File: config.mk
export PLATFORM = sky130hd
export DESIGN_NAME = ubrg_top
export DESIGN_NICKNAME = d
export VERILOG_FILES = /design/src/common/ubrg_pkg.sv /design/src/design/ubrg_counter.sv /design/src/design/ubrg_prescaler.sv /design/src/design/ubrg_top.sv
export SDC_FILE = /design/constraint.sdc
export NUM_CORES = 1
export LEC_CHECK = 0
export ABC_AREA = 0
export BUFFER_PORTS_ARGS = -buffer_cell sky130_fd_sc_hd__buf_2
export CAP_MARGIN = 15
export CORE_ASPECT_RATIO = 0.7
export CORE_UTILIZATION = 46
export DETAILED_ROUTE_END_ITERATION = 6
export PLACE_DENSITY = 0.73
export SYNTH_ARGS = -nofsm -noshare
export SYNTH_HDL_FRONTEND = slang
export SYNTH_SLANG_ARGS = --single-unit
export TNS_END_PERCENT = 50
File: constraint.sdc
create_clock -name hclk -period 2 [get_ports hclk]
set_clock_uncertainty 0.15 [all_clocks]
set_input_delay 0.1 -clock hclk [delete_from_list [all_inputs] [get_ports hclk]]
set_output_delay 0.1 -clock hclk [all_outputs]
set_load 0.03 [all_outputs]
File: src/common/ubrg_pkg.sv
// Package: register map, field positions and timing constants of the baud rate generator
package ubrg_pkg;

    localparam int unsigned CLK_HZ          = 50_000_000;
    localparam int unsigned DIV_W           = 8;
    localparam int unsigned PRE_LOW         = 64;
    localparam int unsigned PRE_HIGH        = 16;

    localparam logic [11:0] OFF_DIVISOR     = 12'h000;
    localparam logic [11:0] OFF_CONTROL     = 12'h004;
    localparam logic [11:0] OFF_STATUS      = 12'h008;

    localparam int unsigned HSEL_BIT        = 5;
    localparam logic [7:0]  CTRL_RESET      = 8'h00;
    localparam logic [7:0]  DIV_RESET       = 8'h00;

    localparam logic [1:0]  HTRANS_NONSEQ   = 2'h2;
    localparam logic [2:0]  HSIZE_WORD      = 3'h2;

    typedef enum logic [1:0] {
        UBRG_LOW  = 2'h1,
        UBRG_HIGH = 2'h2
    } ubrg_speed_t;

    function automatic logic [8:0] ubrg_div_plus_one(input logic [7:0] d);
        return {1'b0, d} + 9'h001;
    endfunction

endpackage

File: src/design/ubrg_counter.sv
// Divisor counter: 8-bit free-running down counter reloaded from the divisor
module ubrg_counter
    import ubrg_pkg::*;
#(
    parameter int unsigned WIDTH = DIV_W
)
(
    // Clock and reset
    input  wire logic             hclk,
    input  wire logic             hresetn,
    input  wire logic             clk_en,
    // Control
    input  wire logic             step,
    input  wire logic [WIDTH-1:0] divisor,
    // Outputs
    output logic                  period_done,
    output logic [WIDTH-1:0]      count
);
    // Elaboration-time refusal: the reload path is as wide as the divisor register
    if (WIDTH != DIV_W) begin : g_width_check
        $error("ubrg_counter: width must match divisor register");
    end

    logic [WIDTH-1:0] cnt_reg;

    // Zero divisor means every prescaler pulse ends a period
    assign period_done = clk_en && step && (cnt_reg == '0);
    assign count       = cnt_reg;

    always_ff @(posedge hclk or negedge hresetn) begin
        if (!hresetn) begin
            cnt_reg <= '0;
        end else if (clk_en && step) begin
            if (cnt_reg == '0) begin
                cnt_reg <= divisor;
            end else begin
                cnt_reg <= cnt_reg - 1'b1;
            end
        end
    end

endmodule

File: src/design/ubrg_prescaler.sv
// Prescaler: divides the source clock by 16 or 64 into a one-cycle pulse
module ubrg_prescaler
    import ubrg_pkg::*;
(
    // Clock and reset
    input  wire logic hclk,
    input  wire logic hresetn,
    input  wire logic clk_en,
    // Control
    input  wire logic high_speed_select,
    // Pulse out
    output logic      pre_tick
);
    logic [5:0] pre_reg;
    logic [5:0] pre_limit;

    // Terminal count follows the speed select at once; a change mid-period
    // only lengthens or shortens that one period.
    assign pre_limit = high_speed_select ? 6'(PRE_HIGH - 1) : 6'(PRE_LOW - 1);
    assign pre_tick  = clk_en && (pre_reg >= pre_limit);

    always_ff @(posedge hclk or negedge hresetn) begin
        if (!hresetn) begin
            pre_reg <= 6'h00;
        end else if (clk_en) begin
            if (pre_reg >= pre_limit) begin
                pre_reg <= 6'h00;
            end else begin
                pre_reg <= pre_reg + 6'h01;
            end
        end
    end

endmodule

File: src/design/ubrg_top.sv
// Baud rate generator top: AHB-Lite register slave, prescaler and divisor counter
module ubrg_top
    import ubrg_pkg::*;
(
    // Clock, reset, enable
    input  wire logic        hclk,
    input  wire logic        hresetn,
    input  wire logic        clk_en,
    // AHB-Lite slave
    input  wire logic        hsel,
    input  wire logic [11:0] haddr,
    input  wire logic [1:0]  htrans,
    input  wire logic        hwrite,
    input  wire logic [2:0]  hsize,
    input  wire logic [31:0] hwdata,
    input  wire logic        hready,
    output logic [31:0]      hrdata,
    output logic             hreadyout,
    output logic             hresp,
    // Bit-rate timing
    output logic             tx_baud_tick,
    output logic             rx_baud_tick
);
    logic [7:0]  divisor_reg;
    logic [7:0]  control_reg;
    logic        wr_pend_reg;
    logic [11:0] wr_addr_reg;
    logic [31:0] rdata_next;
    logic        pre_tick;
    logic        period_done;
    logic [7:0]  count;
    logic        tick_reg;
    logic [7:0]  lap_reg;
    logic        high_speed_select;
    logic        addr_ok;

    assign hreadyout         = 1'b1;
    assign hresp             = 1'b0;
    assign high_speed_select = control_reg[HSEL_BIT];
    assign addr_ok = hsel && hready && htrans == HTRANS_NONSEQ && hsize == HSIZE_WORD;

    // Write data arrives one cycle after its address phase
    always_ff @(posedge hclk or negedge hresetn) begin
        if (!hresetn) begin
            wr_pend_reg <= 1'b0;
            wr_addr_reg <= 12'h000;
        end else if (clk_en) begin
            wr_pend_reg <= addr_ok && hwrite;
            wr_addr_reg <= haddr;
        end
    end

    // Divisor has no defined power-on value; zero is used so simulation is clean
    always_ff @(posedge hclk or negedge hresetn) begin
        if (!hresetn) begin
            divisor_reg <= DIV_RESET;
        end else if (clk_en && wr_pend_reg && wr_addr_reg == OFF_DIVISOR) begin
            divisor_reg <= hwdata[7:0];
        end
    end

    always_ff @(posedge hclk or negedge hresetn) begin
        if (!hresetn) begin
            control_reg <= CTRL_RESET;
        end else if (clk_en && wr_pend_reg && wr_addr_reg == OFF_CONTROL) begin
            control_reg <= CTRL_RESET | (8'(hwdata[HSEL_BIT]) << HSEL_BIT);
        end
    end

    always_comb begin
        rdata_next = 32'h0000_0000;
        unique case (haddr)
            OFF_DIVISOR: rdata_next = {24'h000000, divisor_reg};
            OFF_CONTROL: rdata_next = {24'h000000, control_reg};
            OFF_STATUS:  rdata_next = {16'h0000, lap_reg, count};
            default:     rdata_next = 32'h0000_0000;
        endcase
    end

    always_ff @(posedge hclk or negedge hresetn) begin
        if (!hresetn) begin
            hrdata <= 32'h0000_0000;
        end else if (clk_en && addr_ok && !hwrite) begin
            hrdata <= rdata_next;
        end
    end

    ubrg_prescaler u_ubrg_prescaler (
        .hclk              (hclk),
        .hresetn           (hresetn),
        .clk_en            (clk_en),
        .high_speed_select (high_speed_select),
        .pre_tick          (pre_tick)
    );

    ubrg_counter #(.WIDTH(DIV_W)) u_ubrg_counter (
        .hclk        (hclk),
        .hresetn     (hresetn),
        .clk_en      (clk_en),
        .step        (pre_tick),
        .divisor     (divisor_reg),
        .period_done (period_done),
        .count       (count)
    );

    // Registered tick, fanned out unchanged so both directions stay in step
    always_ff @(posedge hclk or negedge hresetn) begin
        if (!hresetn) begin
            tick_reg <= 1'b0;
        end else if (clk_en) begin
            tick_reg <= period_done;
        end
    end

    assign tx_baud_tick = tick_reg;
    assign rx_baud_tick = tick_reg;

    // Period counter lets software see the generator running
    always_ff @(posedge hclk or negedge hresetn) begin
        if (!hresetn) begin
            lap_reg <= 8'h00;
        end else if (clk_en && period_done) begin
            lap_reg <= lap_reg + 8'h01;
        end
    end

    // Helper: cycles since last tick
    logic [15:0] gap_reg;
    logic        seen_reg;
    always_ff @(posedge hclk or negedge hresetn) begin
        if (!hresetn) begin
            gap_reg  <= 16'h0000;
            seen_reg <= 1'b0;
        end else if (clk_en) begin
            if (tick_reg) begin
                gap_reg  <= 16'h0001;
                seen_reg <= 1'b1;
            end else begin
                gap_reg <= gap_reg + 16'h0001;
            end
        end
    end

    // A register write inside a period makes that period's length unpredictable,
    // so such periods are not timed; the set wins over the clear at a reload
    logic        cfg_wr;
    logic        dirty_reg;
    assign cfg_wr = clk_en && wr_pend_reg
        && (wr_addr_reg == OFF_DIVISOR || wr_addr_reg == OFF_CONTROL);
    always_ff @(posedge hclk or negedge hresetn) begin
        if (!hresetn) begin
            dirty_reg <= 1'b1;
        end else if (cfg_wr) begin
            dirty_reg <= 1'b1;
        end else if (clk_en && period_done) begin
            dirty_reg <= 1'b0;
        end
    end

    logic [15:0] expect_gap;
    assign expect_gap = 16'(ubrg_div_plus_one(divisor_reg))
        * (high_speed_select ? 16'(PRE_HIGH) : 16'(PRE_LOW));

    // At the reload the gap counter holds one less than the period just ended
    property p_period;
        @(posedge hclk) disable iff (!hresetn)
        (clk_en && period_done && seen_reg && !dirty_reg)
            |-> (gap_reg == expect_gap - 16'h0001);
    endproperty
    a_period: assert property (p_period) else $error("tick period check");

    property p_low_gap;
        @(posedge hclk) disable iff (!hresetn)
        (!high_speed_select && !tick_reg) |-> (gap_reg <= 16'(PRE_LOW) * 16'h0100);
    endproperty
    a_low_gap: assert property (p_low_gap) else $error("low speed gap too long");

    property p_high_gap;
        @(posedge hclk) disable iff (!hresetn)
        // A speed change may cut the running prescale period short once
        (clk_en && high_speed_select && pre_tick && $stable(control_reg))
            |-> (u_ubrg_prescaler.pre_reg == 6'(PRE_HIGH - 1));
    endproperty
    a_high_gap: assert property (p_high_gap) else $error("high speed prescale wrong");

    property p_zero_div;
        @(posedge hclk) disable iff (!hresetn)
        (clk_en && pre_tick && divisor_reg == 8'h00 && count == 8'h00)
            |=> (tick_reg && count == 8'h00);
    endproperty
    a_zero_div: assert property (p_zero_div) else $error("zero divisor no tick");

    property p_div_write;
        @(posedge hclk) disable iff (!hresetn)
        (clk_en && wr_pend_reg && wr_addr_reg == OFF_DIVISOR) |=> (divisor_reg == $past(hwdata[7:0]));
    endproperty
    a_div_write: assert property (p_div_write) else $error("divisor write lost");

    property p_hsel_map;
        @(posedge hclk) disable iff (!hresetn)
        (control_reg & ~(8'h01 << HSEL_BIT)) == 8'h00;
    endproperty
    a_hsel_map: assert property (p_hsel_map) else $error("control stray bits");

    property p_shared;
        @(posedge hclk) disable iff (!hresetn)
        tx_baud_tick == rx_baud_tick;
    endproperty
    a_shared: assert property (p_shared) else $error("tx and rx ticks differ");

    property p_reload;
        @(posedge hclk) disable iff (!hresetn)
        (clk_en && period_done) |=> (count == $past(divisor_reg)) && tick_reg;
    endproperty
    a_reload: assert property (p_reload) else $error("reload or tick missing");

    property p_exact;
        @(posedge hclk) disable iff (!hresetn)
        (clk_en && seen_reg && !dirty_reg && !tick_reg) |-> (gap_reg < expect_gap);
    endproperty
    a_exact: assert property (p_exact) else $error("tick period overrun");

    property p_tick_one;
        @(posedge hclk) disable iff (!hresetn)
        (clk_en && tick_reg) |=> !tick_reg;
    endproperty
    a_tick_one: assert property (p_tick_one) else $error("tick longer than one cycle");

    property p_lap;
        @(posedge hclk) disable iff (!hresetn)
        (clk_en && period_done) |=> (lap_reg == $past(lap_reg) + 8'h01);
    endproperty
    a_lap: assert property (p_lap) else $error("period counter missed a period");

    property p_ctrl_write;
        @(posedge hclk) disable iff (!hresetn)
        (clk_en && wr_pend_reg && wr_addr_reg == OFF_CONTROL)
            |=> (high_speed_select == $past(hwdata[HSEL_BIT]));
    endproperty
    a_ctrl_write: assert property (p_ctrl_write) else $error("speed select write lost");

    property p_rd_div;
        @(posedge hclk) disable iff (!hresetn)
        (clk_en && addr_ok && !hwrite && haddr == OFF_DIVISOR)
            |=> (hrdata == {24'h000000, $past(divisor_reg)});
    endproperty
    a_rd_div: assert property (p_rd_div) else $error("divisor read back wrong");

    property p_rd_ctrl;
        @(posedge hclk) disable iff (!hresetn)
        (clk_en && addr_ok && !hwrite && haddr == OFF_CONTROL)
            |=> (hrdata == {24'h000000, $past(control_reg)});
    endproperty
    a_rd_ctrl: assert property (p_rd_ctrl) else $error("control read back wrong");

    property p_rd_status;
        @(posedge hclk) disable iff (!hresetn)
        (clk_en && addr_ok && !hwrite && haddr == OFF_STATUS)
            |=> (hrdata == {16'h0000, $past(lap_reg), $past(count)});
    endproperty
    a_rd_status: assert property (p_rd_status) else $error("status read back wrong");

    // Unmapped reads return zero so software probing the map sees no stale data
    property p_rd_unmapped;
        @(posedge hclk) disable iff (!hresetn)
        (clk_en && addr_ok && !hwrite && haddr != OFF_DIVISOR && haddr != OFF_CONTROL
            && haddr != OFF_STATUS) |=> (hrdata == 32'h0000_0000);
    endproperty
    a_rd_unmapped: assert property (p_rd_unmapped) else $error("unmapped read not zero");

    property p_wr_pend;
        @(posedge hclk) disable iff (!hresetn)
        (clk_en && addr_ok && hwrite) |=> wr_pend_reg;
    endproperty
    a_wr_pend: assert property (p_wr_pend) else $error("write address phase not taken");

    property p_no_pend;
        @(posedge hclk) disable iff (!hresetn)
        (clk_en && !(addr_ok && hwrite)) |=> !wr_pend_reg;
    endproperty
    a_no_pend: assert property (p_no_pend) else $error("write taken without request");

    property p_freeze;
        @(posedge hclk) disable iff (!hresetn)
        !clk_en |=> ($stable(divisor_reg) && $stable(control_reg) && $stable(count)
            && $stable(tick_reg) && $stable(hrdata) && $stable(lap_reg));
    endproperty
    a_freeze: assert property (p_freeze) else $error("state moved while disabled");

    property p_bus_resp;
        @(posedge hclk) disable iff (!hresetn)
        hreadyout && !hresp;
    endproperty
    a_bus_resp: assert property (p_bus_resp) else $error("bus response not okay");

endmodule

; ---- After elaboration in Yosys (flattened, before gate mapping)
; Cells that the tools add are included.
[op_classes]
n_mux = 4
n_reduce_logical = 17
n_eq_ne = 5
n_lt_le_gt_ge = 1
n_addsub = 3
[op_table]
columns = op, count
row1 = case mux 16 bit (3 select lines), 1
row2 = "== test 12 x 3 -> 1 bit, second input constant", 2
row3 = zero test 12 bit, 2
row4 = logical AND 1 bit, 13
row5 = "== test 12 x 4 -> 1 bit, second input constant", 1
row6 = 2-to-1 mux 6 bit, 2
row7 = "adder 8 x 1 -> 8 bit, second input constant", 1
row8 = zero test 8 bit, 1
row9 = 2-to-1 mux 8 bit, 1
row10 = "subtractor 8 x 1 -> 8 bit, second input constant", 1
row11 = "adder 6 x 1 -> 6 bit, second input constant", 1
row12 = greater-or-equal comparator 6 bit, 1
row13 = "== test 3 x 2 -> 1 bit, second input constant", 1
row14 = "== test 2 bit, second input constant", 1
row15 = zero test 1 bit, 1
[word_totals]
out_inout_bits = 36
reg_bits = 77
wordCells = 39

; ---- Depth between registers and ports, before layout
; Gate-level depths: netlist (run 1).
[depth]
word_depth = 6
ltp_mapped = 6

; ---- Cells and area by module
; Synthesis (run 1) repeated with hierarchy kept, for this count alone.
[unflattened]
cells_unflattened = 274
area_unflattened_um2 = 3057.9
[modules_own_cells]
columns = module, area_each_um2, cells_each, n_inst, seq_area_each_um2
row1 = ubrg_top, 2192.1, 180, 1, 1176.1
row2 = ubrg_counter, 500.5, 55, 1, 200.2
row3 = ubrg_prescaler, 365.4, 39, 1, 150.1

; ---- Worst setup path before layout (run 1)
; No wires, ideal clock.
[synth_timing]
path_kind = flip-flop to flip-flop
start = register wr_addr_reg[4]
end = register divisor_reg[0]
setup_slack_ns = 0.072
path_stages_with_launch = 4
setup_ns = 0.125
arrival_ns = 1.653
path_buffers = 0
path_cell_list = dfrtp_1 > or4_1 > nor4_4 > mux2_2
[synth_via]
elab_chain_len = 2
[synth_lines]
columns = item, line
row1 = "start, declared", ubrg_top.sv:27  ; logic [11:0] wr_addr_reg;
row2 = "start signal, assigned", ubrg_top.sv:49  ; wr_addr_reg <= haddr;
row3 = zero test 12 bit, n/a
row4 = logical AND 1 bit, ubrg_top.sv:57  ; end else if (clk_en && wr_pend_reg && wr_addr_reg == OFF_DIVISOR) begin
row5 = "end signal, assigned", ubrg_top.sv:58  ; divisor_reg <= hwdata[7:0];
row6 = "end, declared", ubrg_top.sv:24  ; logic [7:0] divisor_reg;
; No other way between the ends.
; A chain may end at the register's enable or synchronous reset.

; ---- Worst setup path in the final report (run 1)
[layout_timing]
start = register wr_addr_reg[1]
end = register divisor_reg[1]
; Same word-level chain as after synthesis.

==> metrics.cfg, run 1 <==
[outcome]
outcome=finished, violations left
violations=DRC

[logic_synthesis]
synth_edf_count=0
ys_warn_count=0
syn_area_per_cell_um2=11.3
syn-cell-area_um2=3000
yosys_most_used_dff=dfrtp_1
synth-seq-cells=61
seq_area_frac_synth_pct=51.0
async_flop_share_pct=100
yosysUniqueCellTypes=41
netlist_instances=266

[worst_setup_path]
startpoint=wr_addr_reg[1]$_DFFE_PN0P_
r2r_start=wr_addr_reg[1]$_DFFE_PN0P_
required_ns=2.08
cp-end-kind=flip-flop
cp-start-kind=flip-flop
crit_arrival_ns=2.04
r2r_slack_ns=0.03
critical_path_class=reg -> reg
worstSetupEndpoint=divisor_reg[1]$_DFFE_PN0P_
ff2ff_path_depth=5
path_max_fanout=8
r2r_end=divisor_reg[1]$_DFFE_PN0P_

[timing]
setup-tns-final_ns=0
setup_violations=0
hold_viol=0
final_max_slew_viol_count=0
max_freq_mhz=509
grt_setup_unrepaired=yes
min_period_over_period_pct=98.3
max_slew_margin_pct=60.1
min_period_ns=1.97
max_slew.worst_pin.slew_ns=0.599

[clocking]
cts_sinks=61
cts_setup_buffers=0
clock_tree.root_cell=clkbuf_8
cts_tree=built
insertion_delay_ns=0.35
htreeDepth=3
cts_buffer_depth=2
cts_inserted_buffers=9
clkTransAtPathRegs_ns=0.07

[drt]
wl_per_cell_um=15.3
firstDrtPassIters=6
wirelength_um=6650
drc=6
vias=2244
drtAntennaViolNets=0
initialDrtViolationCount=60
avgViaCountPerCell=5.15

[final_layout]
drive_gt1_share_pct=34.6
multi_input_area_um2=1380
postLayoutCoreUtil_pct=62.1
area_growth_pct=29.4
regArea_um2=1530
nNetsFinal=414
fillerInstances=502
largest_register_ffs=16
antenna_cells=0

[pwr]
comb_power_share_pct=11.0
p_switching_uw=727
powerDensity_nw_per_um2=761
power.share.clock_pct=42.1
sw_frac_of_total_pct=24.6
p_leak_uw=0.00187
peakVddDrop_uv=497
p_int_uw=2220
pwr-share-seq_pct=46.9

[global_route]
antenna_found_initial=0
grt_pass1_vias=2241
grt_max_degree=26
grt.total_usage_pct=20.5
grt_pass1_wl_um=10700
overflow=0

[job]
cap_violations=0

[floorplan]
fp.dieH_um=69.5
initial_utilization_pct=48.0
die_w_um=98.5
core_area_um2=6250
std_cell_rows=24
io_pins=91
die_area_um2=6840

[place]
port_buffers=48
routabilityCongestion=0.878
hpwlAfterDp_um=4280

[hold_path]
hold_path.class=in -> reg

==> cell usage in the layout (no fill, tap or decap), types with 6 or more instances in the layout <==
cell type      instances
dfrtp_1               61
buf_2                 48
dlygate4sd3_1         22
nand2_1               21
mux2_2                21
conb_1                18
buf_4                 15
nor2_1                12
inv_1                 11
nand3_1               11
clkbuf_8              11
o21ai_0               10
xor2_1                 8
o21ai_2                8
mux2i_1                8
a22o_1                 7
a21oi_1                7
ha_1                   6
==> worst max-delay path, stage by stage, from the launching register on <==
cell and delay (ns):
dfrtp_1 0.41, nor4bb_4 0.33, nand3_2 0.18, nor4_4 0.25, buf_6 0.19, mux2_2 0.34
==> power groups by stage <==
stage | logic [uW] | clock network (uW) | registers (uW)
2_1_floorplan | 220 | 0 | 1380
3_3_place_gp | 279 | 0 | 1390
3_5_place_dp | 287 | 0 | 1400
4_1_cts | 321 | 1260 | 1380
5_1_grt | 365 | 1320 | 1390
6_report | 326 | 1240 | 1380
==> layout make-up <==
type | instances | area share [%]
flip-flops and latches | 61 | 39.4
multi-input cells | 183 | 35.7
repair buffers | 87 | 15.6
clock buffers | 12 | 4.00
well taps | 78 | 2.52
clock inverters | 4 | 1.81
inverters | 11 | 1.06
==> synth_stat cells (all sizes together), types with 2 or more instances <==
| cell type | n | area [um^2] |
|---|---|---|
| o22ai | 3 | 18.8 |
| or3 | 3 | 18.8 |
| nor2 | 12 | 45.0 |
| nand4b | 2 | 17.5 |
| mux2i | 8 | 80.1 |
| nor4 | 6 | 67.6 |
| nand4 | 3 | 18.8 |
| nand3 | 12 | 60.1 |
| xor2 | 8 | 70.1 |
| nor4b | 2 | 32.5 |
| a21oi | 7 | 35.0 |
| buf | 22 | 159 |
| xnor2 | 2 | 17.5 |
| o21a | 2 | 15.0 |
| ha | 6 | 75.1 |
| a22o | 7 | 61.3 |
| conb | 2 | 7.51 |
| nor3 | 4 | 20.0 |
| mux2 | 23 | 259 |
| o21ai | 19 | 125 |
| clkbuf | 5 | 18.8 |
| a2bb2oi | 4 | 35.0 |
| inv | 11 | 41.3 |
| dfrtp | 61 | 1530 |
| nand2 | 21 | 78.8 |
==> cell families after synthesis <==
kind of cell             Yosys count  synth area share (%)
buffers and inverters             38                  7.31
XOR/XNOR                          10                  2.92
AO/OA/AOI/OAI                     48                  11.3
AND/OR/NAND/NOR                   70                  13.4
multiplexers                      31                  11.3
other                              2                 0.251
flip-flops                        61                  51.0
adder cells (fa/ha/maj)            6                  2.51
==> through the flow <==
stage                     power [uW]  cells  hold slack [ns]  instance area (um^2)  setup WS [ns]
after CTS                       2960    436           0.0119                  3810        0.00827
after global placement          1670    398          -0.0129                  3360       -0.00458
after detailed placement        1680    398          -0.0132                  3360        -0.0401
final                           2950    436           0.0262                  3880         0.0339
after floorplan                 1600    282           -0.346                  3060         0.0720
after global routing            3080    436           0.0373                  3880        -0.0458
==> routing by layer <==
layer  track usage [%]  vias to the layer above  share of wire [%]
met5                 0                        -                  0
met4              6.14                        0                1.6
met3              7.26                       12                4.9
met2              31.1                       50                 46
met1              27.9                     1089                 47
li1                  -                     1093                  -
==> worst min-delay path by stage <==
stage	from	to	cells past startpoint
after global routing	haddr[3]	hrdata[8]$_DFFE_PN0P_	3
after CTS	haddr[3]	hrdata[8]$_DFFE_PN0P_	3
after detailed placement	hresetn	wr_pend_reg$_DFFE_PN0P_	1
after floorplan	hresetn	control_reg[5]$_DFFE_PN0P_	0
final	haddr[3]	hrdata[8]$_DFFE_PN0P_	3
after global placement	hresetn	wr_pend_reg$_DFFE_PN0P_	1
==> what timing repair did <==
item,CTS,global route
hold buffers,22,0
gates resized for setup,3,12
endpoints found under the setup margin,9,29
hold endpoints to repair,44,0
pin swaps,3,3
gates cloned,0,0
Note: power is estimated with default switching activity, not from simulation.
==> run 2, diff against run 1 <==
--- a/config.mk
+++ b/config.mk
@@ -9,10 +9,11 @@
 export BUFFER_PORTS_ARGS = -buffer_cell sky130_fd_sc_hd__buf_2
 export CAP_MARGIN = 15
 export CORE_ASPECT_RATIO = 0.7
-export CORE_UTILIZATION = 46
+export CORE_UTILIZATION = 47
 export DETAILED_ROUTE_END_ITERATION = 6
-export PLACE_DENSITY = 0.73
+export PLACE_DENSITY = 0.74
 export SYNTH_ARGS = -nofsm -noshare
 export SYNTH_HDL_FRONTEND = slang
+export SYNTH_HIERARCHICAL = 1
 export SYNTH_SLANG_ARGS = --single-unit
 export TNS_END_PERCENT = 50
==> metrics.cfg, run 2 <==
[outcome]
outcome=finished, violations left
violations=DRC, setup timing

[pwr]
powerDensity_nw_per_um2=735
total_power_uw=2990
p_leak_uw=0.00200
peakVddDrop_uv=556

[floorplan]
fp.dieH_um=69.5
core_area_um2=6250
die_w_um=98.4
std_cell_rows=24
die_area_um2=6840
io_pins=91
initial_utilization_pct=49.0

[clocking]
cts_tree=built
htreeDepth=3
cts_inserted_buffers=9
clock_tree.root_cell=clkbuf_8
cts_sinks=61
cts_buffer_depth=2
insertion_delay_ns=0.35
clkTransAtPathRegs_ns=0.06

[logic_synthesis]
yosys-top-cells-count=dfrtp_1, mux2_2, buf_4, nand2_1, nand3_1
synth_most_common_cell=dfrtp_1
synth-seq-cells=61
yosysUniqueCellTypes=55
syn_area_per_cell_um2=11.2
netlist_instances=274
syn-cell-area_um2=3060
synthTopCellsByArea=dfrtp_1, mux2_2, buf_4
seq_area_frac_synth_pct=49.9
synth_area_leader_cell=dfrtp_1
ys_warn_count=6
async_flop_share_pct=100
synth_edf_count=0
yosysTopAreaCellShare_pct=49.9
yosys_most_used_dff=dfrtp_1

[final_layout]
stdcell_area_um2=4070
fillerInstances=522
antenna_cells=0
drive_gt1_share_pct=39.4
mostFrequentLayoutCells=dfrtp_1, buf_2, buf_4
layout_commonest_cell=dfrtp_1
largest_register_ffs=16
regArea_um2=1530
postLayoutCoreUtil_pct=65.2
multi_input_area_um2=1450
nNetsFinal=444
area_growth_pct=33.1

[timing]
min_period_over_period_pct=117
grt_setup_unrepaired=yes
max_freq_mhz=429
setup-tns-final_ns=-2.64
setup_violations=15
final_max_slew_viol_count=0
min_period_ns=2.33
worst_slack_ns=-0.332
hold_viol=0

[worst_setup_path]
critical_path_class=reg -> reg
crit_slowest_cell=dfrtp_1
path_max_fanout=3
cp-end-kind=flip-flop
crit_arrival_ns=2.41
required_ns=2.08
cp_common_cell=and2_4
critical-path-top-delay-family=simple AND/OR/NAND/NOR gates
cp-start-kind=flip-flop
timing.critical_path.buf_inv=0
cp_cell_sequence=ha_1, nand2_2, o21ai_4, and2_4, nand2_4, or2_4, nor3_4, and2_4, and3_4, nand2_1, xnor2_1
max_stage_delay_ns=0.42

[global_route]
overflow=0
grt.total_usage_pct=20.8
grt_max_degree=48
grt_pass1_wl_um=10900
antenna_found_initial=0
grt_pass1_vias=2299

[job]
cap_violations=0

[drt]
initialDrtViolationCount=77
avgViaCountPerCell=5.12
drtAntennaViolNets=0
wl_per_cell_um=13.7
vias=2388
firstDrtPassIters=7
drc=1
wirelength_um=6370

[place]
dp_slack_ns=-0.339
post_dp_cell_area_um2=3570
port_buffers=48
routabilityCongestion=0.771
hpwlAfterDp_um=4460

[hold_path]
hold_path.class=in -> reg

## run 2: cell types whose count changed in the layout (fill, tap and decap cells not counted), sizes merged, moves of 3 or more
cell,previous run,this run
a211oi,0,4
a21oi,7,4
a22o,7,0
a31o,0,8
and2,1,11
and3,0,3
buf,65,86
nor2,12,9
or3,3,8
xnor2,2,6
xor2,8,1
## run 2: power breakdown
| part | total, uW | switching (uW) | internal [uW] |
|---|---|---|---|
| Clock | 982 | 471 | 510 |
| Combinational | 621 | 300 | 321 |
| Sequential | 1390 | 64.6 | 1320 |
| Total | 2990 | 836 | 2160 |
## run 2: final timing paths
path                                                 start                         end  slack, ns  depth (start not counted)
worst max-delay path            control_reg[5]$_DFFE_PN0P_      lap_reg[6]$_DFFE_PN0P_      -0.33                         11
worst min-delay path                                clk_en    rx_baud_tick$_DFFE_PN0P_      0.006                          2
worst max register to register  control_reg[5]$_DFFE_PN0P_      lap_reg[6]$_DFFE_PN0P_      -0.33                         11
worst min register to register       hrdata[7]$_DFFE_PN0P_       hrdata[7]$_DFFE_PN0P_       0.33                          2
max in group asynchronous                          hresetn  wr_addr_reg[0]$_DFFE_PN0P_       1.09                          3
min in group asynchronous                          hresetn       hrdata[7]$_DFFE_PN0P_       0.04                          2
## run 2: repair_timing
| action | 4_1_cts | 5_1_grt |
|---|---|---|
| resized for setup | 8 | 1 |
| setup buffers | 4 | 2 |
| hold buffers | 23 | 0 |
| hold endpoints to repair | 84 | 0 |
| endpoints found under the setup margin | 14 | 18 |
| pin swaps | 3 | 3 |
## run 2: cell type report
type | instances | share of cell area [%]
clock buffer | 12 | 3.81
clock inverter | 4 | 0.553
inverter | 9 | 0.830
multi-input combinational | 193 | 35.6
sequential | 61 | 37.5
tap | 78 | 2.40
timing repair buffer | 109 | 19.3
## run 2: cells by family (layout without fill, tap and decap cells)
logic type	count (synthesis)	count (layout)	synth area share (%)
AOI/OAI and AO/OA	49	49	11.3
xor gates and xnor gates	7	7	2.00
adders and majority gates	6	6	2.45
buffers and inverters	36	134	7.28
DFF	61	61	49.9
muxes	30	30	10.7
other	2	18	0.246
and+or+nand+nor	83	83	16.1
## run 2: stage by stage
stage               hold WS [ns]  std cells
CTS                      0.00298        464
finish                   0.00588        466
global placement          -0.128        421
global route              0.0349        466
floorplan                 -0.346        290
detailed placement        -0.121        421
## run 2: metal layers
layer  vias to the layer above  part of all wire, %  track usage (%)
met5                         -                    0                0
met4                         0                  1.7             8.96
met3                        12                  4.1             5.65
met2                        58                   45             32.7
met1                      1154                   49             27.2
li1                       1164                    -                -
